===== src/include/ipw_defs.vh =====
// ipw_defs.vh: offsets, field positions, reset values and timing for the
// indexed-port watchdog. definitions only; included by bare name.
`ifndef IPW_DEFS_VH
`define IPW_DEFS_VH

`define IPW_PORT_INDEX     1'b0
`define IPW_PORT_DATA      1'b1
`define IPW_KEY_UNLOCK     8'h87
`define IPW_KEY_LOCK       8'haa
`define IPW_IDX_DEVSEL     8'h07
`define IPW_IDX_ACTIVATE   8'h30
`define IPW_IDX_UNIT       8'hf5
`define IPW_IDX_COUNT      8'hf6
`define IPW_IDX_CTRL       8'hf7
`define IPW_DEV_WATCHDOG   8'h08
`define IPW_ACT_BIT        0
`define IPW_UNIT_BIT       3
`define IPW_CTRL_MOUSE     7
`define IPW_CTRL_KBD       6
`define IPW_CTRL_FORCE     5
`define IPW_CTRL_STATUS    4
`define IPW_UNIT_RST       8'h00
`define IPW_COUNT_RST      8'h00
`define IPW_CTRL_RST       8'h00
`define IPW_ACT_RST        8'h00
`define IPW_CLK_HZ         100000000
`define IPW_SEC_PER_MIN    60

`endif


===== src/rtl/ipw_sync3.v =====
// ipw_sync3.v: three-flop synchroniser for a pin level.
// assumes an asynchronous level input; output changes only when stages 2 and 3 agree.
`timescale 1ns/1ps
module ipw_sync3 (
  input  wire clock,
  input  wire reset,
  input  wire din,
  output reg  dout
);
  reg s1_q;
  reg s2_q;
  reg s3_q;

  always @(posedge clock) begin
    if (reset) begin
      s1_q <= 1'b0;
      s2_q <= 1'b0;
      s3_q <= 1'b0;
      dout <= 1'b0;
    end else begin
      s1_q <= din;
      s2_q <= s1_q;
      s3_q <= s2_q;
      if (s2_q == s3_q) begin
        dout <= s3_q;
      end
    end
  end
endmodule // ipw_sync3


===== src/rtl/ipw_tick.v =====
// ipw_tick.v: prescaler giving one-cycle second and minute enables.
// assumes clock at CLK_HZ; counts restart on clear so a restart gets full periods.
`timescale 1ns/1ps
`include "ipw_defs.vh"
module ipw_tick #(
  parameter CLK_HZ  = `IPW_CLK_HZ,
  parameter PER_MIN = `IPW_SEC_PER_MIN
) (
  input  wire clock,
  input  wire reset,
  input  wire clear,
  output reg  sec_tick,
  output reg  min_tick
);
  reg [31:0] cyc_q;
  reg [7:0]  sec_q;

  always @(posedge clock) begin
    if (reset || clear) begin
      cyc_q    <= 32'h0;
      sec_q    <= 8'h0;
      sec_tick <= 1'b0;
      min_tick <= 1'b0;
    end else begin
      sec_tick <= 1'b0;
      min_tick <= 1'b0;
      if (cyc_q == CLK_HZ - 1) begin
        cyc_q    <= 32'h0;
        sec_tick <= 1'b1;
        if (sec_q == PER_MIN - 1) begin
          sec_q    <= 8'h0;
          min_tick <= 1'b1;
        end else begin
          sec_q <= sec_q + 8'h1;
        end
      end else begin
        cyc_q <= cyc_q + 32'h1;
      end
    end
  end
endmodule // ipw_tick


===== src/rtl/ipw_watchdog.v =====
// ipw_watchdog.v: watchdog behind an index/data port pair with unlock keys.
// assumes a single-cycle host strobe per port access on the same clock;
// keyboard, mouse and strap arrive from pins and are synchronised here.
// How it works
// - host writes an index to the address port, then accesses data port
// - two consecutive unlock-key writes to the address port enter config mode
// - lock key leaves config mode; index and data writes then do nothing
// - writing the watchdog code to device-select routes later accesses here
// - writing one to activation enables the watchdog; disabled after reset
// - unit bit 3 picks seconds (zero, reset) or minutes (one)
// - 8-bit count; zero stops the timer and is the reset value
// - any count write restarts the countdown from the written value
// - count running out asserts the timeout output
// - control bit 6 lets keyboard activity restart the timer
// - control bit 5 forces timeout at once while activated and clears itself
// - control bit 4 reads one once timeout has occurred
// - interrupt output is active low and held until restart
// - strap picks reset or interrupt line 11 as the timeout target
// - control bit 7 lets mouse activity restart the timer
`timescale 1ns/1ps
`include "ipw_defs.vh"
module ipw_watchdog #(
  parameter CLK_HZ  = `IPW_CLK_HZ,
  parameter PER_MIN = `IPW_SEC_PER_MIN
) (
  input  wire       clock,
  input  wire       reset,
  input  wire       io_wr,
  input  wire       io_rd,
  input  wire       io_port,
  input  wire [7:0] io_wdata,
  output reg  [7:0] io_rdata,
  input  wire       kbd_activity,
  input  wire       mouse_activity,
  input  wire       timeout_action_strap,
  output reg        irq11_n,
  output reg        sys_reset
);
  reg       unlock_half_q;
  reg       cfg_mode_q;
  reg [7:0] index_q;
  reg [7:0] devsel_q;
  reg       active_q;
  reg [7:0] unit_q;
  reg [7:0] count_q;
  reg [7:0] remain_q;
  reg       mouse_en_q;
  reg       kbd_en_q;
  reg       timeout_q;
  reg       kbd_prev_q;
  reg       mouse_prev_q;

  wire kbd_s;
  wire mouse_s;
  wire strap_s;
  wire sec_tick;
  wire min_tick;

  ipw_sync3 u_kbd (
    .clock (clock),
    .reset (reset),
    .din   (kbd_activity),
    .dout  (kbd_s)
  );
  ipw_sync3 u_mouse (
    .clock (clock),
    .reset (reset),
    .din   (mouse_activity),
    .dout  (mouse_s)
  );
  ipw_sync3 u_strap (
    .clock (clock),
    .reset (reset),
    .din   (timeout_action_strap),
    .dout  (strap_s)
  );

  wire idx_wr  = io_wr && (io_port == `IPW_PORT_INDEX);
  wire dat_wr  = io_wr && (io_port == `IPW_PORT_DATA) && cfg_mode_q;
  wire wd_sel  = (devsel_q == `IPW_DEV_WATCHDOG);
  wire wd_wr   = dat_wr && wd_sel;
  wire cnt_wr  = wd_wr && (index_q == `IPW_IDX_COUNT);
  wire ctl_wr  = wd_wr && (index_q == `IPW_IDX_CTRL);
  wire force_w = ctl_wr && io_wdata[`IPW_CTRL_FORCE];
  wire kbd_hit = kbd_en_q && kbd_s && !kbd_prev_q;
  wire ms_hit  = mouse_en_q && mouse_s && !mouse_prev_q;
  wire restart = cnt_wr || ((kbd_hit || ms_hit) && count_q != 8'h00);
  wire unit_tk = unit_q[`IPW_UNIT_BIT] ? min_tick : sec_tick;
  wire expire  = active_q && !timeout_q && remain_q == 8'h01 && unit_tk;

  // prescaler restarts with the count so the first period is whole
  ipw_tick #(
    .CLK_HZ  (CLK_HZ),
    .PER_MIN (PER_MIN)
  ) u_tick (
    .clock    (clock),
    .reset    (reset),
    .clear    (restart),
    .sec_tick (sec_tick),
    .min_tick (min_tick)
  );

  // key sequence and index latch
  always @(posedge clock) begin
    if (reset) begin
      unlock_half_q <= 1'b0;
      cfg_mode_q    <= 1'b0;
      index_q       <= 8'h00;
    end else if (idx_wr) begin
      if (!cfg_mode_q) begin
        if (io_wdata == `IPW_KEY_UNLOCK) begin
          unlock_half_q <= 1'b1;
          if (unlock_half_q) begin
            cfg_mode_q <= 1'b1;
          end
        end else begin
          unlock_half_q <= 1'b0;
        end
      end else if (io_wdata == `IPW_KEY_LOCK) begin
        cfg_mode_q    <= 1'b0;
        unlock_half_q <= 1'b0;
      end else begin
        index_q <= io_wdata;
      end
    end
  end

  // configuration registers
  always @(posedge clock) begin
    if (reset) begin
      devsel_q   <= 8'h00;
      active_q   <= 1'b0;
      unit_q     <= `IPW_UNIT_RST;
      count_q    <= `IPW_COUNT_RST;
      mouse_en_q <= 1'b0;
      kbd_en_q   <= 1'b0;
    end else begin
      if (dat_wr && index_q == `IPW_IDX_DEVSEL) begin
        devsel_q <= io_wdata;
      end
      if (wd_wr && index_q == `IPW_IDX_ACTIVATE) begin
        active_q <= io_wdata[`IPW_ACT_BIT];
      end
      if (wd_wr && index_q == `IPW_IDX_UNIT) begin
        unit_q <= io_wdata;
      end
      if (cnt_wr) begin
        count_q <= io_wdata;
      end
      if (ctl_wr) begin
        mouse_en_q <= io_wdata[`IPW_CTRL_MOUSE];
        kbd_en_q   <= io_wdata[`IPW_CTRL_KBD];
      end
    end
  end

  // countdown and timeout flag
  always @(posedge clock) begin
    if (reset) begin
      remain_q     <= `IPW_COUNT_RST;
      timeout_q    <= 1'b0;
      kbd_prev_q   <= 1'b0;
      mouse_prev_q <= 1'b0;
    end else begin
      kbd_prev_q   <= kbd_s;
      mouse_prev_q <= mouse_s;
      if (force_w && active_q) begin
        timeout_q <= 1'b1;
      end else if (expire) begin
        // expiry wins over a strobe in the same cycle; the strobe still reloads
        remain_q  <= restart ? (cnt_wr ? io_wdata : count_q) : 8'h00;
        timeout_q <= 1'b1;
      end else if (restart) begin
        // count write restarts from new value; activity reloads the held one
        remain_q  <= cnt_wr ? io_wdata : count_q;
        timeout_q <= 1'b0;
      end else if (active_q && remain_q > 8'h01 && unit_tk) begin
        remain_q <= remain_q - 8'h01;
      end
    end
  end

  // timeout target and data readback
  always @(posedge clock) begin
    if (reset) begin
      irq11_n   <= 1'b1;
      sys_reset <= 1'b0;
      io_rdata  <= 8'h00;
    end else begin
      irq11_n   <= !(timeout_q && !strap_s);
      sys_reset <= timeout_q && strap_s;
      if (io_rd && io_port == `IPW_PORT_DATA && cfg_mode_q) begin
        case (index_q)
          `IPW_IDX_DEVSEL:   io_rdata <= devsel_q;
          `IPW_IDX_ACTIVATE: io_rdata <= wd_sel ? {7'h00, active_q} : 8'h00;
          `IPW_IDX_UNIT:     io_rdata <= wd_sel ? unit_q : 8'h00;
          `IPW_IDX_COUNT:    io_rdata <= wd_sel ? count_q : 8'h00;
          `IPW_IDX_CTRL:     io_rdata <= wd_sel ?
            {mouse_en_q, kbd_en_q, 1'b0, timeout_q, 4'h0} : 8'h00;
          default:           io_rdata <= 8'h00;
        endcase
      end else if (io_rd) begin
        io_rdata <= 8'h00;
      end
    end
  end
endmodule // ipw_watchdog


===== config.mk =====
export PLATFORM = sky130hd
export DESIGN_NAME = ipw_watchdog
export DESIGN_NICKNAME = d
export VERILOG_FILES = /design/src/rtl/ipw_sync3.v /design/src/rtl/ipw_tick.v /design/src/rtl/ipw_watchdog.v
export VERILOG_INCLUDE_DIRS = /design/src /design/src/include
export SDC_FILE = /design/constraint.sdc
export NUM_CORES = 1
export LEC_CHECK = 0
export BUFFER_PORTS_ARGS = -buffer_cell sky130_fd_sc_hd__buf_2
export CAP_MARGIN = 20
export CORE_MARGIN = 2
export CORE_UTILIZATION = 55
export DETAILED_ROUTE_END_ITERATION = 10
export PLACE_DENSITY = 0.73
export RECOVER_POWER = 100
export SKIP_CTS_REPAIR_TIMING = 1
export SYNTH_ARGS = -nofsm -noshare
export SYNTH_HDL_FRONTEND = slang
export SYNTH_HIERARCHICAL = 1
export SYNTH_SLANG_ARGS = --single-unit

===== constraint.sdc =====
create_clock -name clock -period 2.42 [get_ports clock]
set_clock_uncertainty 0.05 [all_clocks]
set_input_delay 0.121 -clock clock [delete_from_list [all_inputs] [get_ports clock]]
set_output_delay 0.121 -clock clock [all_outputs]
set_load 0.01 [all_outputs]

-- After elaboration in Yosys (flattened, before gate mapping)
Cells that the tools add are included.
- register bits: 112
- bits of input ports: 16
- output and inout port bits: 10
- $add $sub $neg: 3
- $lt $le $gt $ge: 1
- eq/ne operators: 15
- mux-type cells: 26
- bitwise gates (word level): 4
- reduce and logical (&&, ||, !) cells: 42
- operator list (cell ; count):
    two-way mux 8 bit ; 11
    equality test 8 bit, second input constant ; 5
    case mux 8 bit (5 select lines) ; 1
    adder 32 x 1 -> 32 bit, second input constant ; 1
    equality test 32 x 27 -> 1 bit, second input constant ; 1
    logical AND 1 bit ; 25
    equality test 8 x 6 -> 1 bit, second input constant ; 2
    two-way mux 1 bit ; 14
    adder 8 x 1 -> 8 bit, second input constant ; 1
    equality test 8 x 1 -> 1 bit, second input constant ; 1
    equality test 8 x 3 -> 1 bit, second input constant ; 1
    equality test 8 x 4 -> 1 bit, second input constant ; 1
    > comparator 8 x 1 -> 1 bit, second input constant ; 1
    nonzero test 8 bit ; 1
    subtractor 8 x 1 -> 8 bit, second input constant ; 1
    nonzero test 3 bit ; 2
    logical NOT 1 bit ; 5
    inverter 1 bit ; 4
    AND reduction 2 bit ; 2
    OR reduction 2 bit ; 2
    equality test 1 bit ; 3
    logical OR 1 bit ; 3
    AND reduction 3 bit ; 1
    inequality test 2 x 1 -> 1 bit, second input constant ; 1
    nonzero test 2 bit ; 1

-- Longest topological paths before layout
Gate-level depths: netlist (run 1).
- depth after elaboration: 8
- depth in mapped cells: 11
- gate-level depth less buffers: 7

-- Hierarchy
Netlist (run 1), hierarchy kept.
- by module, submodules not included (module ; times used ; cells an instance ; area each (um^2) ; sequential area each (um^2)):
    ipw_watchdog ; 1 ; 343 ; 2869.0 ; 1161.1
    ipw_tick ; 1 ; 218 ; 1858.0 ; 840.8
    ipw_sync3 ; 3 ; 10 ; 112.6 ; 80.1

-- Least setup slack after synthesis (run 1)
OpenSTA, ideal clock, no wires.
- path kind: reg-to-reg
- start point: register devsel_q[4]
- end point: register u_tick.cyc_q[10]
- library setup time: 0.128 ns
- data arrival time: 2.219 ns
- data required time: 2.242 ns
- path slack: 0.024 ns
- stages on the path, launching flop included: 11
- buffers on the path: 4
- cell sequence: dfxtp_1 nor4b_1 nand4bb_1 clkbuf_1 or2_1 clkbuf_1 nand2b_1 or2_2 clkbuf_1 clkbuf_1 nor2_1
- word-level cells in the longest chain between the ends: 6
- RTL lines (item ; line ; RTL):
    from (decl) ; ipw_watchdog.v:42 ; reg [7:0] devsel_q;
    from (signal assigned) ; ipw_watchdog.v:139 ; devsel_q <= io_wdata;
    equality test 8 x 4 -> 1 bit (no source line) ; - ;
    logical AND 1 bit ; ipw_watchdog.v:81 ; wire wd_wr = dat_wr && wd_sel;
    logical AND 1 bit ; ipw_watchdog.v:82 ; wire cnt_wr = wd_wr && (index_q == `IPW_IDX_COUNT);
    logical OR 1 bit ; ipw_watchdog.v:87 ; wire restart = cnt_wr || ((kbd_hit || ms_hit) && count_q != 8'h00);
    via restart ; ipw_watchdog.v:87 ;
    logical OR 1 bit ; ipw_tick.v:19 ; if (reset || clear) begin
    OR reduction 2 bit (no source line) ; - ;
    to (signal assigned) ; ipw_tick.v:37 ; cyc_q <= cyc_q + 32'h1;
    to (decl) ; ipw_tick.v:15 ; reg [31:0] cyc_q;
The timed path passes the listed nets, and every way through them passes these cells.
A chain may end at the register's enable or synchronous reset.

-- Worst setup path after layout (run 1)
- start point: register u_tick.cyc_q[19]
- end point: register u_tick.sec_q[5]
- word-level cells in the longest chain between the ends: 1
- RTL lines (item ; line ; RTL):
    equality test 32 x 27 -> 1 bit ; ipw_tick.v:27 ; if (cyc_q == CLK_HZ - 1) begin
    to (signal assigned) ; ipw_tick.v:34 ; sec_q <= sec_q + 8'h1;
    to (decl) ; ipw_tick.v:16 ; reg [7:0] sec_q;
Every way passes these cells.

==> impl_results.md, run 1 <==
- Number of nets in the synthesized netlist: between 600 and 700
- Count of placed standard cells including taps: around 730
- Maximum achievable frequency: 0.425 GHz
- Growth of design area from synthesis to finish: 12.3%
- Per-cell via count in the routed design: 6.03
- Classification of the worst-slack hold path: in -> reg
- RSZ-0062 raised after global routing: no
- Mean instance size in the synthesized netlist: 8.57 µm²
- Predominant post-synthesis flop cell: dfxtp_1
- Detailed-routing iteration count for the pre-antenna-repair pass: 4
- Setup WS post-layout: about 0.065 ns
- Count of warnings emitted by yosys: 6
- Clock network power share: between 30 and 40%
- Diodes inserted: 0
- Via count: 4532
- Floorplan die area: 9990 µm²
- MaxCap Viol Count: 1
- Synth cell types: 63
- CTS Buf Count: 9
- Critical Path, Cell by Cell: or4b_1 -> or3_4 -> or3_4 -> buf_4 -> or3_1 -> a21oi_1
- Worst Reg2Reg Path Length in Cells: 6
- Worst Max-Slew Pin Slew: about 1.6 ns
- Worst Hold Endpoint: devsel_q[0]$_SDFFE_PP0P_
- Crit path required time: about 2.7 ns
- Number of core rows: 35
- Stages on the worst setup path: 6
- Detail-routed net length per standard cell: ~16 µm
- Layout cells sized above 1: a little under an eighth
- Reg-to-Reg End: u_tick/sec_q[5]$_SDFFE_PP0N_
- Final cell count without fillers: 752
- Largest cells by area after synthesis: dfxtp_1 (44%), nand2_1 (5.9%), a21oi_1 (4.6%)
- Combined buffer and inverter count along the critical path: 1
- Launch instance of the worst min-delay path: io_wdata[0]
- Sw Ratio: 26.2%
- Detailed router's first-iteration violation count: approximately 270
- Setup TNS after final layout: 0 ns
- Detailed-route wire length: 11800 µm
- Global routing usage on met1: 29.9%
- Top fanout value on the critical path: 7
- Aggregate global routing overflow: 0
- Seq pwr share: 59.2%
- Post-synthesis instance area: 5060 µm²
- Sink Count: approximately 110
- Hold WS: -0.00972 ns
- Design internal power: 0.00233 W
- Run status: finished, violations left
- Global-route wire length before repair: 19800 µm
- Chip Width: 100 µm
- Number of global-route vias before repair: 4299
- Largest delay contributor family on the critical path: simple AND/OR/NAND/NOR gates
- Core region area: 9060 µm²
- Normalized max-slew margin: -4.14%
- Total Routing Usage GR: 24.5%
- Async S/R FF share, synth: 0%
- I/O Buffers: 25
- Reg2reg start: u_tick/cyc_q[19]$_SDFF_PP0_
- Min Clock Period, post-route: 2.36 ns
- Psw: between 0.0008 and 0.0009 W
- Post-synthesis cell type with the largest combined area: dfxtp_1
- Total power density per cell area: 554 nW/µm²
- CTS H-tree lvls: 3
- Violations in the final reports: hold timing, capacitance limit, slew limit
- Number of nets with antenna violations after routing: 0
- Maximum clock path buffer count: 2
- CTS tree: yes
- Vertical extent of the die: approximately 100 µm
- # DRC: 0
- Total Power Consumption: approximately 0.0032 W
- Fraction of power consumed by combinational cells: 3.8%
- Arrival @ worst endpoint: 2.62 ns
- Filler cells: 810
- Leakage: 1.96 nW
- Worst-case register-to-register setup slack: 0.06 ns
- Met2 Use GR: 41.9%
- Number of flip-flops and latches in the synthesized netlist: 112
- Final count of hold timing violations: 1
- Ports placed on the boundary: 26
- Slowest Stage Delay on Critical Path: 0.52 ns
- Number of antenna violations at the first check in global routing: 0
- Critical Path Sink Type: register
- Crit path kind: reg -> reg
- Detailed-placement wirelength estimate: between 8000 and 9000 µm
- Reg clk slew, reported paths: 0.12 ns
- Global routing's busiest layer: met2
- Count of pins over their slew limit: 34
- Cell seen most often among critical-path stages: or3_4
- Synthesized netlist cell count: 591
- Final critical-path share of the clock period: 97.3%
- Worst path slowest cell: or4b_1
- Met3 usage: 3.20%
- Setup slack at placement: 0.0426 ns
- Nets@finish: 656
- Root cell of the clock tree: clkbuf_8
- Final setup violation count: 0
- Final core utilization: roughly 63%
- Max rail drop VDD: 0.000333 V
- Number of enable-type register cells in the synthesized netlist: 0
- Top cell type's share of synthesized area: 44.3%
- Weighted congestion reported at the end of routability-driven placement: 0.881
- Pin count of the biggest net entering global routing: 34
- Critical path launch point type: register
- Share of the yosys chip area belonging to registers: 44.3%
- Clock insertion delay at the later pin of the skew report: 0.39 ns
- Worst hold path cell count: 3
- Starting density of the core: 55.9%
## cell families after synthesis
family                     count (synthesis)  share of synthesized area, %
AOI/OAI and AO/OA                        112                          14.2
xor gates and xnor gates                  28                          4.84
adders and majority gates                  4                         0.988
buffers and inverters                     32                          2.62
DFF                                      112                          44.3
muxes                                     21                          4.25
and+or+nand+nor                          282                          28.9
## synthesized netlist by cell type, drive strengths merged (12+ instances only)
cell,number
a21oi,47
clkbuf,20
dfxtp,112
mux2i,17
nand2,79
nand3,27
nand4,14
nor2,64
nor2b,15
nor3,12
o21ai,21
or3,18
xor2,20
## worst max path at each step
stage	start	to	slack (ns)
global placement	u_tick/cyc_q[19]$_SDFF_PP0_	u_tick/sec_q[6]$_SDFFE_PP0N_	0.07
floorplan	devsel_q[4]$_SDFFE_PP0P_	u_tick/cyc_q[10]$_SDFF_PP0_	0.02
finish	u_tick/cyc_q[19]$_SDFF_PP0_	u_tick/sec_q[5]$_SDFFE_PP0N_	0.06
global route	u_tick/cyc_q[19]$_SDFF_PP0_	u_tick/sec_q[5]$_SDFFE_PP0N_	0.003
detailed placement	u_tick/cyc_q[19]$_SDFF_PP0_	u_tick/sec_q[5]$_SDFFE_PP0N_	0.04
CTS	u_tick/cyc_q[19]$_SDFF_PP0_	u_tick/sec_q[5]$_SDFFE_PP0N_	0.003
## power by group through the flow
stage	clock network (W)	registers [W]	logic, W
floorplan	0	0.00191	0.0000618
global placement	0	0.00191	0.000115
detailed placement	0	0.00191	0.000118
CTS	0.00119	0.00187	0.000118
global route	0.00127	0.00187	0.000132
finish	0.00117	0.00187	0.000120
## sequential cells by signal (all words and copies together) (netlist names), 8 cells and up
signal and count:
devsel_q 8, index_q 8, u_tick/cyc_q 32, io_rdata 8, unit_q 8, remain_q 8, u_tick/sec_q 8, count_q 8
## final cells by class
| cell class | instances | area [µm²] | share of cell area [%] |
|---|---|---|---|
| Timing Repair Buffer | 59 | 369 | 6.49 |
| Sequential cell | 112 | 2240 | 39.4 |
| Multi-Input combinational cell | 447 | 2700 | 47.5 |
| Tap cell | 111 | 139 | 2.44 |
| Clock inverter | 7 | 88.8 | 1.56 |
| Clock buffer | 9 | 124 | 2.18 |
| Inverter | 7 | 26.3 | 0.462 |
## per-layer routing
| layer | up-vias | routed length [µm] |
|---|---|---|
| met2 | 148 | 5810 |
| met5 | - | 0 |
| met1 | 2128 | 4900 |
| met4 | 0 | 399 |
| li1 | 2219 | - |
| met3 | 37 | 655 |
## placed cells by master (no fill, tap or decap), types with 3 or more instances in the layout
| cell | Yosys | routed |
|---|---|---|
| ha_1 | 4 | 4 |
| nand3_1 | 27 | 27 |
| dfxtp_1 | 112 | 112 |
| a31oi_1 | 3 | 3 |
| nor3_1 | 11 | 11 |
| or3_1 | 17 | 15 |
| nand2_1 | 79 | 79 |
| or3_4 | 1 | 3 |
| o2bb2ai_1 | 6 | 6 |
| a21oi_1 | 47 | 47 |
| nor2b_1 | 15 | 15 |
| clkbuf_2 | 1 | 4 |
| mux2i_1 | 17 | 17 |
| o21ai_0 | 10 | 19 |
| and3_1 | 5 | 5 |
| o221ai_1 | 6 | 6 |
| nor4_1 | 9 | 9 |
| buf_2 | 3 | 14 |
| nand3b_1 | 4 | 4 |
| nor2_1 | 62 | 62 |
| mux2_2 | 4 | 4 |
| xor2_1 | 20 | 20 |
| a22oi_1 | 8 | 8 |
| and4_1 | 4 | 4 |
| inv_1 | 7 | 7 |
| nand4_1 | 14 | 14 |
| dlygate4sd3_1 | 0 | 4 |
| clkbuf_1 | 19 | 17 |
| or4_1 | 5 | 5 |
| o31ai_1 | 3 | 3 |
| a211oi_1 | 5 | 5 |
| or2_2 | 4 | 4 |
| buf_4 | 0 | 18 |
| xnor2_1 | 8 | 8 |
| clkbuf_8 | 0 | 9 |
| and2_1 | 4 | 4 |
## metrics by stage
step                      hold slack [ns]  instance area, µm²
after floorplan                     0.140                5060
after global placement              0.277                5470
after CTS                          -0.131                5690
final                            -0.00972                5690
after detailed placement            0.286                5470
after global routing             0.000235                5690
## worst register-to-register path, stage by stage (launching register included)
cell	delay [ns]
dfxtp_1	0.35
or4b_1	0.52
or3_4	0.35
or3_4	0.37
buf_4	0.17
or3_1	0.35
a21oi_1	0.14
Note: power is estimated with default switching activity, not from simulation.
==> run 2, diff against run 1 <==
REMOVE_ABC_BUFFERS = 1   (was not set)
==> run 2 against run 1 <==
  * The run now ends clean
  * Worst hold slack improved by 0.027 ns
  * Critical path depth decreased by 1
  * Sequential share of layout area about the same
  * Clock-buffer cell count increased by 1
  * Utilization about the same
  * Global-route usage decreased by 1.1 points
  * Die area unchanged
  * Sequential cell count unchanged
  * Final area about the same
  * Wire length decreased by 0.65%
  * Clock power decreased by 7%
  * Sequential power about the same
  * Critical endpoint is now u_tick/sec_q[6]$_SDFFE_PP0N_
  * Largest cell class unchanged
  * Largest power group unchanged
==> impl_results.md, run 2 (synthesis gave the netlist of run 1 again) <==
- Maximum clock path buffer count: 2 (unchanged)
- Worst path slowest cell: or4b_4
- Storage cell area: 2240 µm² (unchanged)
- Worst Setup SP: u_tick/cyc_q[25]$_SDFF_PP0_
- Clock insertion delay at the later pin of the skew report: 0.38 ns (about the same)
- Crit path required time: 2.68 ns (about the same)
- Most common library cell in the layout ignoring fill and taps: dfxtp_1
- Detailed-placement wirelength estimate: 8290 µm (-1.5%)
- Detailed-route wire length: 11700 µm (-0.65%)
- Reg clk slew, reported paths: 0.11 ns (about the same)
- MaxCap Viol Count: 0 (-1)
- Slowest Stage Delay on Critical Path: 0.54 ns (+0.02 ns)
- Classification of the worst-slack hold path: in -> reg
- Total power density per cell area: 542 nW/µm² (-2.3%)
- Max reg flops: 32 (unchanged)
- Cell seen most often among critical-path stages: or3_4
- Chip Width: 100 µm (unchanged)
- Via count: 4455 (-1.7%)
- Vertical extent of the die: 100 µm (unchanged)
- Core region area: 9060 µm² (unchanged)
- Sink Count: 112 (unchanged)
- CTS Buf Count: 9 (unchanged)
- Count of pins over their slew limit: 0 (-100%)
- Reg2reg start: u_tick/cyc_q[25]$_SDFF_PP0_
- Setup TNS after final layout: 0 ns (unchanged)
- Critical path launch point type: register
- Number of antenna violations at the first check in global routing: 0 (unchanged)
- Nets@finish: 656 (unchanged)
- Global-route wire length before repair: 18700 µm (-5.5%)
- Run status: completed
- Starting density of the core: 55.9% (unchanged)
- Number of nets with antenna violations after routing: 0 (unchanged)
- Pin count of the biggest net entering global routing: 33 (-2.9%)
- Total Power Consumption: 0.00308 W (-2.3%)
- Critical Path Sink Type: register
- Weighted congestion reported at the end of routability-driven placement: 0.857 (-2.8%)
- Aggregate global routing overflow: 0 (unchanged)
- Number of core rows: 35 (unchanged)
- CTS H-tree lvls: 3 (unchanged)
- Ports placed on the boundary: 26 (unchanged)
- Max rail drop VDD: 0.000416 V (+25%)
- Growth of design area from synthesis to finish: 12.3% (about the same)
- Detailed-routing iteration count for the pre-antenna-repair pass: 5 (+1)
- # DRC: 0 (unchanged)
- Critical Path, Cell by Cell: or4b_4 -> or3_4 -> or3_4 -> or4_1 -> a21oi_1
- Filler cells: 797 (-1.6%)
- Total Routing Usage GR: 23.4% (-1.1 points)
- Final core utilization: 62.7% (about the same)
- Per-cell via count in the routed design: 5.92 (-1.7%)
- Design Area, Final: 5690 µm² (about the same)
- Final count of hold timing violations: 0 (-1)
- Instance area after placement: 5470 µm² (about the same)
- Worst Max-Slew Pin Slew: 0.701 ns (-0.861 ns)
- Launch instance of the worst min-delay path: io_wdata[0]
- Area of the multi-input gates: 2700 µm² (+0.14%)
- Final cell count without fillers: 752 (unchanged)
- Crit path kind: reg -> reg
- Arrival @ worst endpoint: 2.63 ns (about the same)
- Floorplan die area: 9990 µm² (unchanged)
- Diodes inserted: 0 (unchanged)
- Final setup violation count: 0 (unchanged)
- Detailed router's first-iteration violation count: 389 (+44%)
- Maximum achievable frequency: 0.423 GHz (-0.42%)
- Final critical-path share of the clock period: 97.7% (+0.41 points)
- Layout cells sized above 1: 12.5% (+0.94 points)
- Root cell of the clock tree: clkbuf_8
- I/O Buffers: 25 (unchanged)
- Min Clock Period, post-route: 2.37 ns (+0.0100 ns)
- Count of placed standard cells including taps: 733 (+0.14%)
- Detail-routed net length per standard cell: 15.5 µm (-0.65%)
- Leakage: 1.96 nW (about the same)
- CTS tree: yes
- Biggest register: u_tick/cyc_q
- Most frequent cells in the layout: dfxtp_1 (112), nand2_1 (79), nor2_1 (62)
- Number of global-route vias before repair: 3864 (-10%)
- Top fanout value on the critical path: 7 (unchanged)
- Normalized max-slew margin: 52.9% (+57 points)
run 2: routing by layer:
layer  global-route usage, %  part of all wire (%)
met2                    37.7                    48
met1                    32.2                    46
met3                    4.25                   4.2
met4                    7.17                   1.5
met5                       0                     0
run 2: worst max-delay path, delay by kind of cell, from the launching register on:
family / cells / cell delay (ns)
DFF: 1 / 0.33
AOI/OAI and AO/OA: 1 / 0.14
and+or+nand+nor: 4 / 1.78
run 2: layout make-up:
type | instances | area share, %
clock inverter | 6 | 1.10
inverter | 7 | 0.462
multi-input combinational | 447 | 47.5
sequential | 112 | 39.4
timing repair buffer | 59 | 6.62
tap | 111 | 2.44
clock buffer | 10 | 2.42
run 2: through the flow:
stage	hold slack (ns)	setup WS, ns
after floorplan	0.137	-0.214
after detailed placement	0.295	0.0153
after global routing	0.0128	-0.00551
final	0.0169	0.0545
after CTS	-0.113	-0.0219
after global placement	0.286	0.0825
run 2: power by group:
part / total (W) / switching [W] / leakage, nW / internal (W)
Sequential: 0.00187 / 0.0000107 / 0.904 / 0.00186
Combinational: 0.000120 / 0.0000791 / 0.962 / 0.0000413
Clock: 0.00109 / 0.000665 / 0.0953 / 0.000427
Total: 0.00308 / 0.000755 / 1.96 / 0.00233
run 2: worst paths after layout:
check | endpoint | slack [ns] | cells past startpoint
setup / recovery | u_tick/sec_q[6]$_SDFFE_PP0N_ | 0.05 | 5
hold / removal | devsel_q[0]$_SDFFE_PP0P_ | 0.02 | 3
setup reg to reg | u_tick/sec_q[6]$_SDFFE_PP0N_ | 0.05 | 5
hold reg to reg | u_kbd/s2_q$_SDFF_PP0_ | 0.40 | 1
